<file path="src/rtl/rsm_consts.svh">
// reset sequencer and supply monitor constants: offsets, bit positions, reset values, timing
// assumes inclusion by its bare name from the sequencer design file
`ifndef RSM_CONSTS_SVH
`define RSM_CONSTS_SVH

// register map
`define RSM_CSR_OFFSET 8'h00
`define RSM_CSR_RESET 8'h00
`define RSM_BIT_WDOG_FLAG 0
`define RSM_BIT_LOWVOLT_FLAG 4
`define RSM_BIT_AUX_FLAG 5
`define RSM_BIT_AUX_IRQ_EN 6

// timing in cpu clock cycles and nanoseconds
`define RSM_CLK_PERIOD_NS 20
`define RSM_DELAY_SHORT_CYC 256
`define RSM_DELAY_LONG_CYC 4096
`define RSM_FETCH_CYC 2
`define RSM_WDOG_PULSE_NS 200
`define RSM_WDOG_PULSE_CYC ((`RSM_WDOG_PULSE_NS + `RSM_CLK_PERIOD_NS - 1) / `RSM_CLK_PERIOD_NS)

`endif

</file>
<file path="src/rtl/rsm_pkg.sv">
// types shared by the reset sequencer and its bench: states, sources, bus carriers
// assumes the classic wishbone slave uses an 8-bit byte address and 32-bit data
package rsm_pkg;

   // sequencer phases
   typedef enum logic [1:0] {ST_ACTIVE, ST_DELAY, ST_FETCH, ST_RUN} seq_state_t;

   // reset source that started the current sequence
   typedef enum logic [1:0] {SRC_POR, SRC_EXT, SRC_LOWVOLT, SRC_WDOG} reset_src_t;

   // wishbone request from the master
   typedef struct packed {
      logic cyc;
      logic stb;
      logic we;
      logic [7:0] adr;
      logic [3:0] sel;
      logic [31:0] dat;
   } wb_req_t;

   // wishbone answer from the slave
   typedef struct packed {
      logic ack;
      logic [31:0] dat;
   } wb_rsp_t;

endpackage

</file>
<file path="src/rtl/reset_source_and_supply_monitor.sv">
// reset sequencer and supply integrity monitor with a one-register wishbone slave
// assumes clk at 50 MHz, option inputs static while running, pull-up on the reset pin
//
// Function
// (RULE1) reset pin is open-drain: input, low-only output, enable; others may pull it low
// (RULE2) low on the reset pin forces core reset without any clock edge; the code ignores the pin during the two vector fetch cycles
// (RULE3) pin driven low for as long as the low-voltage reset is asserted
// (RULE4) watchdog underflow drives the pin low at least the minimum pulse width
// (RULE5) low-voltage detector enabled only by the option input, never by software
// (RULE6) auxiliary detector, its flag and interrupt idle when low-voltage option is off
// (RULE7) bit 5 shows the live auxiliary comparator, read only, 1 means low supply
// (RULE8) with bit 6 set every toggle of the auxiliary flag pends an interrupt
// (RULE9) pending auxiliary interrupt cleared when its service routine is entered
// (RULE10) crossings during the reset delay raise no auxiliary interrupt
// (RULE11) enabling before a slow rise crossing gives two interrupts
// (RULE12) enabling after the slow rise crossing gives exactly one interrupt; the code gives none, as the flag already reads normal
// (RULE13) wait mode keeps monitoring, pending interrupt wakes from wait
// (RULE14) halt mode freezes the register, no wake from halt
// (RULE15) bit 4 set by low-voltage reset, cleared by writing zero
// (RULE16) bit 0 set by watchdog reset, cleared by low-voltage reset or writing zero
// (RULE17) flags encode the last source: none external, bit 0 watchdog, bit 4 low voltage
// (RULE18) software writes zero to reserved bits 7 and 3 to 1
// (RULE19) after release pin stays low 256 or 4096 cycles, then two fetch cycles
// (RULE20) external or watchdog reset keeps bit 4 set
// (RULE21) pin and comparator levels synchronised before flags or toggle logic use them
// (RULE22) enabling the interrupt while the flag shows low supply pends at once
//
// Local design decisions: register access over Wishbone and the register addresses.
`timescale 1ns/1ps
`default_nettype none
`include "rsm_consts.svh"

module reset_source_and_supply_monitor #(
   parameter logic [12:0] DELAY_SHORT = 13'(`RSM_DELAY_SHORT_CYC),
   parameter logic [12:0] DELAY_LONG = 13'(`RSM_DELAY_LONG_CYC),
   parameter logic [12:0] WDOG_PULSE = 13'(`RSM_WDOG_PULSE_CYC)
) (
   // clock and power-on reset
   input wire logic clk,
   input wire logic rst_n,
   // register bus
   input wire rsm_pkg::wb_req_t wb_i,
   output rsm_pkg::wb_rsp_t wb_o,
   // open-drain reset pin
   input wire logic rst_pin_i,
   output logic rst_pin_o,
   output logic rst_pin_oe,
   // option settings
   input wire logic lowvolt_option_en,
   input wire logic long_delay_option,
   // analog comparator levels
   input wire logic lowvolt_cmp_async,
   input wire logic aux_cmp_async,
   // cpu side events and modes
   input wire logic wdog_underflow,
   input wire logic irq_ack,
   input wire logic wait_mode,
   input wire logic halt_mode,
   // to the core
   output logic core_reset_n,
   output logic vector_fetch,
   output logic aux_irq,
   output logic wait_wake
);

   ////////////////////////////////////////////////////////////////////////////////
   // state

   typedef struct packed {
      rsm_pkg::seq_state_t st;
      rsm_pkg::reset_src_t src;
      logic [12:0] cnt;
      logic irq_en;
      logic aux_flag;
      logic lowvolt_flag;
      logic wdog_flag;
      logic pending;
      logic ack;
      logic [7:0] rdat;
   } core_state_t;

   core_state_t cur_reg;
   core_state_t cur_next;

   logic pin_ok;
   logic lowvolt_sync;
   logic aux_sync;
   logic pin_arst_n;
   logic lowvolt_act;
   logic aux_live;
   logic in_run;
   logic req, hit, wr_hit;
   logic en_rise, pend_set;
   logic [7:0] csr_byte;
   logic [12:0] delay_load;

   ////////////////////////////////////////////////////////////////////////////////
   // synchronisers

   // pin low clears the pin sync at once, so reset reaches the core even with clk stopped
   assign pin_arst_n = rst_n & rst_pin_i; // [RULE2]

   sync2 #(.RESET_VAL(1'b0)) u_pin_sync (
      .clk(clk),
      .arst_n(pin_arst_n),
      .d_async(1'b1),
      .q(pin_ok)
   ); // [RULE21]

   sync2 #(.RESET_VAL(1'b0)) u_lowvolt_sync (
      .clk(clk),
      .arst_n(rst_n),
      .d_async(lowvolt_cmp_async),
      .q(lowvolt_sync)
   ); // [RULE21]

   sync2 #(.RESET_VAL(1'b0)) u_aux_sync (
      .clk(clk),
      .arst_n(rst_n),
      .d_async(aux_cmp_async),
      .q(aux_sync)
   ); // [RULE21]

   ////////////////////////////////////////////////////////////////////////////////
   // source qualification and register view

   // detector gating comes only from the option input, no register bit reaches it
   assign lowvolt_act = lowvolt_option_en & lowvolt_sync; // [RULE5]
   assign aux_live = lowvolt_option_en & aux_sync; // [RULE6]
   assign in_run = (cur_reg.st == rsm_pkg::ST_RUN);

   // reserved bits read as zero
   always_comb
   begin
      csr_byte = `RSM_CSR_RESET;
      csr_byte[`RSM_BIT_AUX_IRQ_EN] = cur_reg.irq_en;
      csr_byte[`RSM_BIT_AUX_FLAG] = cur_reg.aux_flag; // [RULE7]
      csr_byte[`RSM_BIT_LOWVOLT_FLAG] = cur_reg.lowvolt_flag; // [RULE17]
      csr_byte[`RSM_BIT_WDOG_FLAG] = cur_reg.wdog_flag; // [RULE17]
   end

   // bus decode; a second cycle of the same strobe is not taken while ack is up
   assign req = wb_i.cyc & wb_i.stb & ~cur_reg.ack;
   assign hit = (wb_i.adr == `RSM_CSR_OFFSET);
   assign wr_hit = req & wb_i.we & hit & wb_i.sel[0] & ~halt_mode; // [RULE14]
   assign en_rise = wr_hit & wb_i.dat[`RSM_BIT_AUX_IRQ_EN] & ~cur_reg.irq_en;
   assign delay_load = long_delay_option ? (DELAY_LONG - 13'h0001) : (DELAY_SHORT - 13'h0001); // [RULE19]

   // toggle of the flag, or enabling while the supply already reads low
   assign pend_set = (cur_reg.irq_en & (aux_live != cur_reg.aux_flag)) | (en_rise & aux_live); // [RULE8] [RULE22]

   ////////////////////////////////////////////////////////////////////////////////
   // next state

   always_comb
   begin
      cur_next = cur_reg;

      // bus answer one cycle after the request, dropped in the following cycle
      cur_next.ack = req;
      cur_next.rdat = req ? (hit ? csr_byte : 8'h00) : cur_reg.rdat;

      // software side of the register; reserved write bits are dropped
      if (wr_hit)
      begin
         cur_next.irq_en = wb_i.dat[`RSM_BIT_AUX_IRQ_EN]; // [RULE18]
         cur_next.lowvolt_flag = cur_reg.lowvolt_flag & wb_i.dat[`RSM_BIT_LOWVOLT_FLAG]; // [RULE15] one keeps
         cur_next.wdog_flag = cur_reg.wdog_flag & wb_i.dat[`RSM_BIT_WDOG_FLAG]; // [RULE16] zero clears
      end

      // auxiliary monitor, frozen in halt, running normally in wait
      if (!halt_mode)
      begin
         cur_next.aux_flag = aux_live; // [RULE7] [RULE13]
         cur_next.pending = cur_reg.pending & ~irq_ack; // [RULE9]
         if (pend_set && in_run)
         begin
            cur_next.pending = 1'b1; // [RULE8] [RULE11] [RULE12]
         end
      end
      cur_next.pending = cur_next.pending & lowvolt_option_en; // [RULE6]

      // sequencer; low voltage outranks every other source in every phase
      if (lowvolt_act)
      begin
         cur_next.st = rsm_pkg::ST_ACTIVE; // [RULE3]
         cur_next.src = rsm_pkg::SRC_LOWVOLT;
         cur_next.lowvolt_flag = 1'b1; // [RULE15]
         cur_next.wdog_flag = 1'b0; // [RULE16]
      end
      else
      begin
         case (cur_reg.st)
            rsm_pkg::ST_ACTIVE:
            begin
               case (cur_reg.src)
                  rsm_pkg::SRC_WDOG:
                  begin
                     if (cur_reg.cnt != 13'h0000)
                     begin
                        cur_next.cnt = cur_reg.cnt - 13'h0001; // [RULE4]
                     end
                     else
                     begin
                        cur_next.st = rsm_pkg::ST_DELAY;
                        cur_next.cnt = delay_load;
                     end
                  end
                  rsm_pkg::SRC_EXT:
                  begin
                     // wait for the outside party to let go of the pin
                     if (pin_ok)
                     begin
                        cur_next.st = rsm_pkg::ST_DELAY;
                        cur_next.cnt = delay_load;
                     end
                  end
                  default:
                  begin
                     cur_next.st = rsm_pkg::ST_DELAY;
                     cur_next.cnt = delay_load;
                  end
               endcase
            end
            rsm_pkg::ST_DELAY:
            begin
               if (cur_reg.cnt == 13'h0000)
               begin
                  cur_next.st = rsm_pkg::ST_FETCH; // [RULE19]
                  cur_next.cnt = 13'(`RSM_FETCH_CYC - 1);
               end
               else
               begin
                  cur_next.cnt = cur_reg.cnt - 13'h0001;
               end
            end
            rsm_pkg::ST_FETCH:
            begin
               if (cur_reg.cnt == 13'h0000)
               begin
                  cur_next.st = rsm_pkg::ST_RUN;
               end
               else
               begin
                  cur_next.cnt = cur_reg.cnt - 13'h0001;
               end
            end
            rsm_pkg::ST_RUN:
            begin
               if (wdog_underflow)
               begin
                  cur_next.st = rsm_pkg::ST_ACTIVE;
                  cur_next.src = rsm_pkg::SRC_WDOG;
                  cur_next.cnt = WDOG_PULSE - 13'h0001; // [RULE4]
                  cur_next.wdog_flag = 1'b1; // [RULE16] [RULE20]
               end
               else if (!pin_ok)
               begin
                  cur_next.st = rsm_pkg::ST_ACTIVE; // [RULE20]
                  cur_next.src = rsm_pkg::SRC_EXT;
               end
            end
            default:
            begin
               cur_next.st = rsm_pkg::ST_ACTIVE;
            end
         endcase
      end

      // core in reset: enable and pending drop, flag keeps tracking so no stale toggle
      if (cur_next.st != rsm_pkg::ST_RUN)
      begin
         cur_next.irq_en = 1'b0; // [RULE10]
         cur_next.pending = 1'b0; // [RULE10]
      end
   end

   ////////////////////////////////////////////////////////////////////////////////
   // registers

   always_ff @(posedge clk or negedge rst_n)
   begin
      if (!rst_n)
      begin
         cur_reg <= '{st: rsm_pkg::ST_ACTIVE, src: rsm_pkg::SRC_POR, default: '0};
      end
      else
      begin
         cur_reg <= cur_next;
      end
   end

   ////////////////////////////////////////////////////////////////////////////////
   // outputs

   // own drive stops while an external source holds the pin, else its release is unseen
   assign rst_pin_o = 1'b0; // [RULE1]
   assign rst_pin_oe = ((cur_reg.st == rsm_pkg::ST_ACTIVE) && (cur_reg.src != rsm_pkg::SRC_EXT))
                       || (cur_reg.st == rsm_pkg::ST_DELAY); // [RULE1] [RULE3] [RULE19]
   // fetch ignores the pin: its sync needs two cycles to see our own release
   assign core_reset_n = (cur_reg.st == rsm_pkg::ST_FETCH) || (in_run && pin_ok); // [RULE2]
   assign vector_fetch = (cur_reg.st == rsm_pkg::ST_FETCH); // [RULE19]
   assign aux_irq = cur_reg.pending;
   assign wait_wake = cur_reg.pending & wait_mode & ~halt_mode; // [RULE13] [RULE14]
   assign wb_o = '{ack: cur_reg.ack, dat: {24'h00_0000, cur_reg.rdat}};

   int unsigned dly_run;
   always_ff @(posedge clk or negedge rst_n)
   begin
      if (!rst_n)
      begin
         dly_run <= 0;
      end
      else
      begin
         dly_run <= (cur_reg.st == rsm_pkg::ST_DELAY) ? dly_run + 1 : 0;
      end
   end
endmodule // reset_source_and_supply_monitor

`default_nettype wire

</file>
<file path="src/rtl/sync2.sv">
// two-flop level synchroniser with asynchronous reset to a constant
// assumes the reset input may itself be a gated asynchronous term
`timescale 1ns/1ps
`default_nettype none

module sync2 #(
   parameter logic RESET_VAL = 1'b0
) (
   // clock and reset
   input wire logic clk,
   input wire logic arst_n,
   // level crossing
   input wire logic d_async,
   output logic q
);

   logic meta_reg;
   logic q_reg;

   // first flop feeds only the second one
   always_ff @(posedge clk or negedge arst_n)
   begin
      if (!arst_n)
      begin
         meta_reg <= RESET_VAL;
         q_reg <= RESET_VAL;
      end
      else
      begin
         meta_reg <= d_async;
         q_reg <= meta_reg;
      end
   end

   assign q = q_reg;

endmodule // sync2

`default_nettype wire

</file>
<file path="config.mk">
export PLATFORM = sky130hd
export DESIGN_NAME = reset_source_and_supply_monitor
export DESIGN_NICKNAME = d
export VERILOG_FILES = /design/src/rtl/rsm_pkg.sv /design/src/rtl/reset_source_and_supply_monitor.sv /design/src/rtl/sync2.sv
export VERILOG_INCLUDE_DIRS = /design/src /design/src/rtl
export SDC_FILE = /design/constraint.sdc
export NUM_CORES = 1
export LEC_CHECK = 0
export BUFFER_PORTS_ARGS = -buffer_cell sky130_fd_sc_hd__buf_4
export CORE_UTILIZATION = 46
export CTS_CLUSTER_SIZE = 16
export DETAILED_ROUTE_END_ITERATION = 7
export HOLD_SLACK_MARGIN = 0.1
export PLACE_DENSITY = 0.91
export SETUP_SLACK_MARGIN = 0.15
export SYNTH_ARGS = -nofsm -noshare
export SYNTH_HDL_FRONTEND = slang
export SYNTH_SLANG_ARGS = --single-unit
</file>
<file path="constraint.sdc">
create_clock -name clk -period 2.86 [get_ports clk]
set_input_delay 0.286 -clock clk [delete_from_list [all_inputs] [get_ports clk]]
set_output_delay 0.286 -clock clk [all_outputs]
set_load 0.02 [all_outputs]
</file>
==> run metrics, run 1 <==
status=finished clean; row count=23; gr usage total=0.1886; Reg clk slew, reported paths=0.07 ns; Initial Util=0.4826; CTS Buf Count=5; CTS Root Buffer Type=clkbuf_8; ys flop type=dfrtp_1; DRC=0; CP Launch Type=register; Worst VDD drop=0.2090 mV; crit-path max FO=9; Max-Slew Margin vs Limit=0.6609; most frequent cells in the layout=37 x buf_4, 33 x dfrtp_1, 30 x conb_1; WS Path Type=register to register; sequential-to-total area share from yosys stat=0.4217; layout cell share with drive strength beyond 1=0.1922; core area=4058 sq um; crit-path max cell delay=0.60 ns; Clk Latency, worst-skew pair=0.29 ns; area delta synth->final=16.80%; post-DR wirelength/cell=12.58 um; max cap viols=0; Max H-tree Level=2; final setup violation count=0; Hold Path Class=input pin to register; # clock sinks=33; routability cong.=0.8152; leakage power=1.023 nW; worst-case clock buffer depth=2; final wirelength=3.836 mm; Power Density=547.9 nW/um^2; Inst Count DP=293; #FFs+latches synth=33; total number of vias=1616; CTS tree=yes; commonest non-fill, non-tap cell in the layout=buf_4; CP cell instances=inv_1 -> ha_1 -> or4b_1 -> nor4b_4 -> o21a_4 -> o21ai_1 -> a22o_1; Mapped Area=1958 sq um; Async S/R FF share, synth=1.000; antenna diode count=0; max reg flops=17; synth top area cells=dfrtp_1 42%, buf_4 13%, o21ai_0 4.3%; PortBufs=35; die height=67.25 um; leading area contributor after synthesis=dfrtp_1; die width=67.25 um; largest net degree at the start of global routing=33; GRT overflow=0; PostCTS Resize Cnt=0; top-area cell type share of the netlist area=0.4217; FMAX=402.4 MHz; first-pass GRT wire length=6.313 mm; final hold viol count=0; vias in the first global route=1466; Tmin final=2.485 ns; Req. time, crit path=3.04 ns; Fin Setup TNS=0 ns; fillers=332; CP endpoint kind=register; slowest CP cell=or4b_1; nets=313; R2R setup slack=0.38 ns; initial antenna violation count=0; Worst EP arrival=2.67 ns; Least-Margin Pin Slew=0.5064 ns; Final HPWL DP=2.859 mm; DRT antenna net count=0; final worst path period share=0.8689; initial DRC count=109; Die ar.=4522 sq um; Worst Clk Skew=0.006503 ns; Pins Over Slew Limit=0; fin cells=305; IO Pins=97; Unique masters post-synth=47; synth warn=0; RSZ-0062 raised after global routing=false; drt first pass iters=4; vias per cell=5.298; Gate Count Post-Synth=217; Syn Area/Cell=9.024 sq um; number of synthesized flops with an enable pin=0
## cell usage after synthesis, types with 2 or more instances
cell type / instances
a32oi_1: 3
nand3_1: 2
nand2_1: 16
a21o_1: 3
a22o_1: 7
o2bb2ai_1: 2
or3_1: 2
nand2b_1: 4
nor4_1: 4
dfrtp_1: 33
o21ai_0: 17
and2_1: 3
nor2_1: 17
a31oi_1: 2
conb_1: 2
nor3_1: 8
inv_1: 6
a21oi_1: 14
xnor2_1: 2
or4_1: 2
clkbuf_1: 3
buf_2: 2
buf_4: 34
o21ai_1: 4
nand3b_1: 3
## critical path: cells and delay by family (launching register included)
| kind | cells | cell delay (ns) |
|---|---|---|
| buffers and inverters | 1 | 0.09 |
| AND/OR/NAND/NOR | 2 | 1.15 |
| flip-flops | 1 | 0.38 |
| adder cells (fa/ha/maj) | 1 | 0.19 |
| AO/OA/AOI/OAI | 3 | 0.56 |
## metal layers
layer  track usage  up-vias  routed length (um)
met3       0.05405       11                 136
met1        0.2114      778                1643
met5             0        -                   0
met2        0.3250       38                1967
met4       0.09309        0                  89
li1              -      789                   -
## final timing paths
kind                       cells past startpoint                 from                  end
setup reg to reg                               7          cur_reg[14]          cur_reg[16]
hold / removal                                 2            halt_mode          csr_byte[5]
setup / recovery                               7          cur_reg[14]          cur_reg[16]
min in group asynchronous                      3            rst_pin_i  u_pin_sync.meta_reg
hold reg to reg                                0  u_pin_sync.meta_reg         u_pin_sync.q
max in group asynchronous                      3                rst_n         u_pin_sync.q
## report_power, final
group | internal [W] | switching, W | leakage (nW)
sequential | 0.000511 | 0.0000512 | 0.393
clock | 0.000283 | 0.000171 | 0.0574
combinational | 0.000101 | 0.000136 | 0.573
total | 0.000894 | 0.000359 | 1.02
## logic make-up (layout without fill, tap and decap cells)
group | after synthesis | count (layout) | share of synthesized area
AOI/OAI and AO/OA | 66 | 66 | 0.2237
xor gates and xnor gates | 2 | 2 | 0.008947
adders and majority gates | 1 | 1 | 0.006389
buffers and inverters | 46 | 56 | 0.1546
DFF | 33 | 33 | 0.4217
other | 2 | 30 | 0.003835
and+or+nand+nor | 67 | 67 | 0.1808
## what timing repair did
action	4_1_cts	5_1_grt
buffers inserted	0	0
hold buffers	4	0
endpoints found under the hold margin	35	0
## cell type report
class / instances / area, sq um / share of cell area
tap: 50 / 62.56 / 0.02735
multi-input combinational: 166 / 934.6 / 0.4086
clock buffer: 6 / 82.58 / 0.03611
inverter: 7 / 26.28 / 0.01149
sequential: 33 / 825.8 / 0.3611
clock inverter: 2 / 37.54 / 0.01641
timing repair buffer: 41 / 317.8 / 0.1389
## per-stage QoR
| stage | utilization | area [sq um] | hold WS [ns] | total power, W | worst slack (ns) |
|---|---|---|---|---|---|
| final | 0.5637 | 2287 | 0.2173 | 0.001253 | 0.3750 |
| after global routing | 0.5637 | 2287 | 0.2333 | 0.001320 | 0.2367 |
| after CTS | 0.5637 | 2287 | 0.2100 | 0.001264 | 0.3693 |
| after detailed placement | 0.5242 | 2127 | 0.1878 | 0.0007988 | 0.3788 |
| after global placement | 0.5242 | 2127 | 0.1779 | 0.0007869 | 0.4415 |
| after floorplan | - | 2063 | -0.009591 | 0.0007467 | 0.5984 |
(Power assumes the default switching activity.)
==> inputs of run 2 (changes only) <==
RECOVER_POWER = 50   (was unset)
clock period = 2.8 ns   (was 2.86 ns; I/O delays follow)
==> run metrics, run 2 (synthesis results as in run 1) <==
core area=4058 sq um (unchanged); area delta synth->final=16.61%; row count=23 (unchanged); Die ar.=4522 sq um (unchanged); most frequent cells in the layout=34 x buf_4, 33 x dfrtp_1, 30 x conb_1; crit-path max FO=9 (unchanged); Req. time, crit path=2.98 ns (-0.06 ns); max cap viols=1 (+1); DRT antenna net count=0 (unchanged); slowest CP cell=or4b_1; nets=313 (unchanged); Final HPWL DP=2.859 mm (unchanged); Initial Util=0.4826 (unchanged); final worst path period share=0.8875 (+0.01861); die height=67.25 um (unchanged); CP Launch Type=register; Reg clk slew, reported paths=0.07 ns (about the same); Pins Over Slew Limit=33 (+33); layout cell share with drive strength beyond 1=0.1882 (-0.003922); first-pass GRT wire length=6.313 mm (unchanged); failing checks=capacitance limit, slew limit; crit-path max cell delay=0.60 ns (about the same); RSZ-0062 raised after global routing=false; commonest non-fill, non-tap cell in the layout=buf_4; initial DRC count=108 (-0.92%); Worst VDD drop=0.2135 mV (+2.1%); status=finished, violations left; # clock sinks=33 (unchanged); GRT overflow=0 (unchanged); PostCTS Resize Cnt=0 (unchanged); vias in the first global route=1466 (unchanged); Worst EP arrival=2.67 ns (about the same); final wirelength=3.835 mm (about the same); max reg flops=17 (unchanged); Max-Slew Margin vs Limit=-0.09914 (-0.7601); drt first pass iters=4 (unchanged); initial antenna violation count=0 (unchanged); CP endpoint kind=register; Least-Margin Pin Slew=1.649 ns (+1.142 ns); Bufs and invs on worst path=1 (unchanged); worst hold slack=0.2113 ns (-0.006061 ns); Hold Path Class=input pin to register; IO Pins=97 (unchanged); Top delay family on crit path=simple AND/OR/NAND/NOR gates; largest net degree at the start of global routing=33 (unchanged); CTS Root Buffer Type=clkbuf_8; die width=67.25 um (unchanged); gr usage total=0.1886 (unchanged); vias per cell=5.295 (about the same); Fin Setup TNS=0 ns (unchanged); Worst Clk Skew=0.006547 ns (+0.00004413 ns); FMAX=402.4 MHz (about the same); antenna diode count=0 (unchanged); post-DR wirelength/cell=12.57 um (about the same); Tmin final=2.485 ns (-0.00003100 ns); PortBufs=35 (unchanged); leakage power=1.019 nW (-0.39%); CTS Buf Count=5 (unchanged); routability cong.=0.8152 (unchanged); Power Density=560.2 nW/um^2 (+2.2%); final hold viol count=0 (unchanged); Clk Latency, worst-skew pair=0.29 ns (about the same); total number of vias=1615 (-0.062%); worst-case clock buffer depth=2 (unchanged); WS Path Type=register to register; Max H-tree Level=2 (unchanged); CP cell instances=inv_1 -> ha_1 -> or4b_1 -> nor4b_4 -> o21a_4 -> o21ai_1 -> a22o_1; DRC=0 (unchanged); final setup violation count=0 (unchanged); CTS tree=yes
## run 2: changes by cell type in the layout (fill, tap and decap cells not counted), sizes merged
cell	previous run	this run
buf	37	34
clkbuf	6	9
## run 2: layout make-up
class / instances / area, sq um
clock buffers: 6 / 82.58
clock inverters: 2 / 37.54
fillers: 332 / 1774
inverters: 7 / 26.28
multi-input cells: 166 / 934.6
flip-flops and latches: 33 / 825.8
well taps: 50 / 62.56
repair buffers: 41 / 314.1
## run 2: worst paths after layout
| check | slack, ns | depth (start not counted) | to | startpoint |
|---|---|---|---|---|
| hold / removal | 0.21 | 2 | csr_byte[5] | halt_mode |
| hold reg to reg | 0.35 | 0 | u_pin_sync.q | u_pin_sync.meta_reg |
| min in group asynchronous | 0.41 | 3 | u_pin_sync.meta_reg | rst_pin_i |
| setup reg to reg | 0.32 | 7 | cur_reg[16] | cur_reg[14] |
| max in group asynchronous | 0.90 | 2 | cur_reg[14] | rst_n |
| setup / recovery | 0.32 | 7 | cur_reg[16] | cur_reg[14] |
## run 2: report_power, final
group | switching, W | total (W) | internal [W]
logic | 0.000139 | 0.000241 | 0.000102
clock network | 0.000175 | 0.000464 | 0.000289
registers | 0.0000523 | 0.000574 | 0.000521
## run 2: stage by stage
| stage | util | instances | instance area [sq um] | setup WS [ns] | total power, W |
|---|---|---|---|---|---|
| 2_1_floorplan | - | 245 | 2063 | 0.5384 | 0.0007627 |
| 3_3_place_gp | 0.5242 | 293 | 2127 | 0.3815 | 0.0008038 |
| 3_5_place_dp | 0.5242 | 293 | 2127 | 0.3188 | 0.0008159 |
| 4_1_cts | 0.5637 | 305 | 2287 | 0.3093 | 0.001291 |
| 5_1_grt | 0.5628 | 305 | 2283 | 0.1767 | 0.001347 |
| 6_report | 0.5628 | 305 | 2283 | 0.3151 | 0.001279 |
## run 2: repair_timing
| action | in CTS | in global routing |
|---|---|---|
| endpoints found under the hold margin | 35 | 0 |
| hold buffers | 4 | 0 |
| setup buffers | 0 | 0 |
## run 2: layer usage
layer,global-route usage,vias to the layer above,share of wire
met5,0,-,0
met4,0.09309,0,0.023
met3,0.05405,11,0.034
met2,0.3250,36,0.51
met1,0.2114,779,0.43
li1,-,789,-
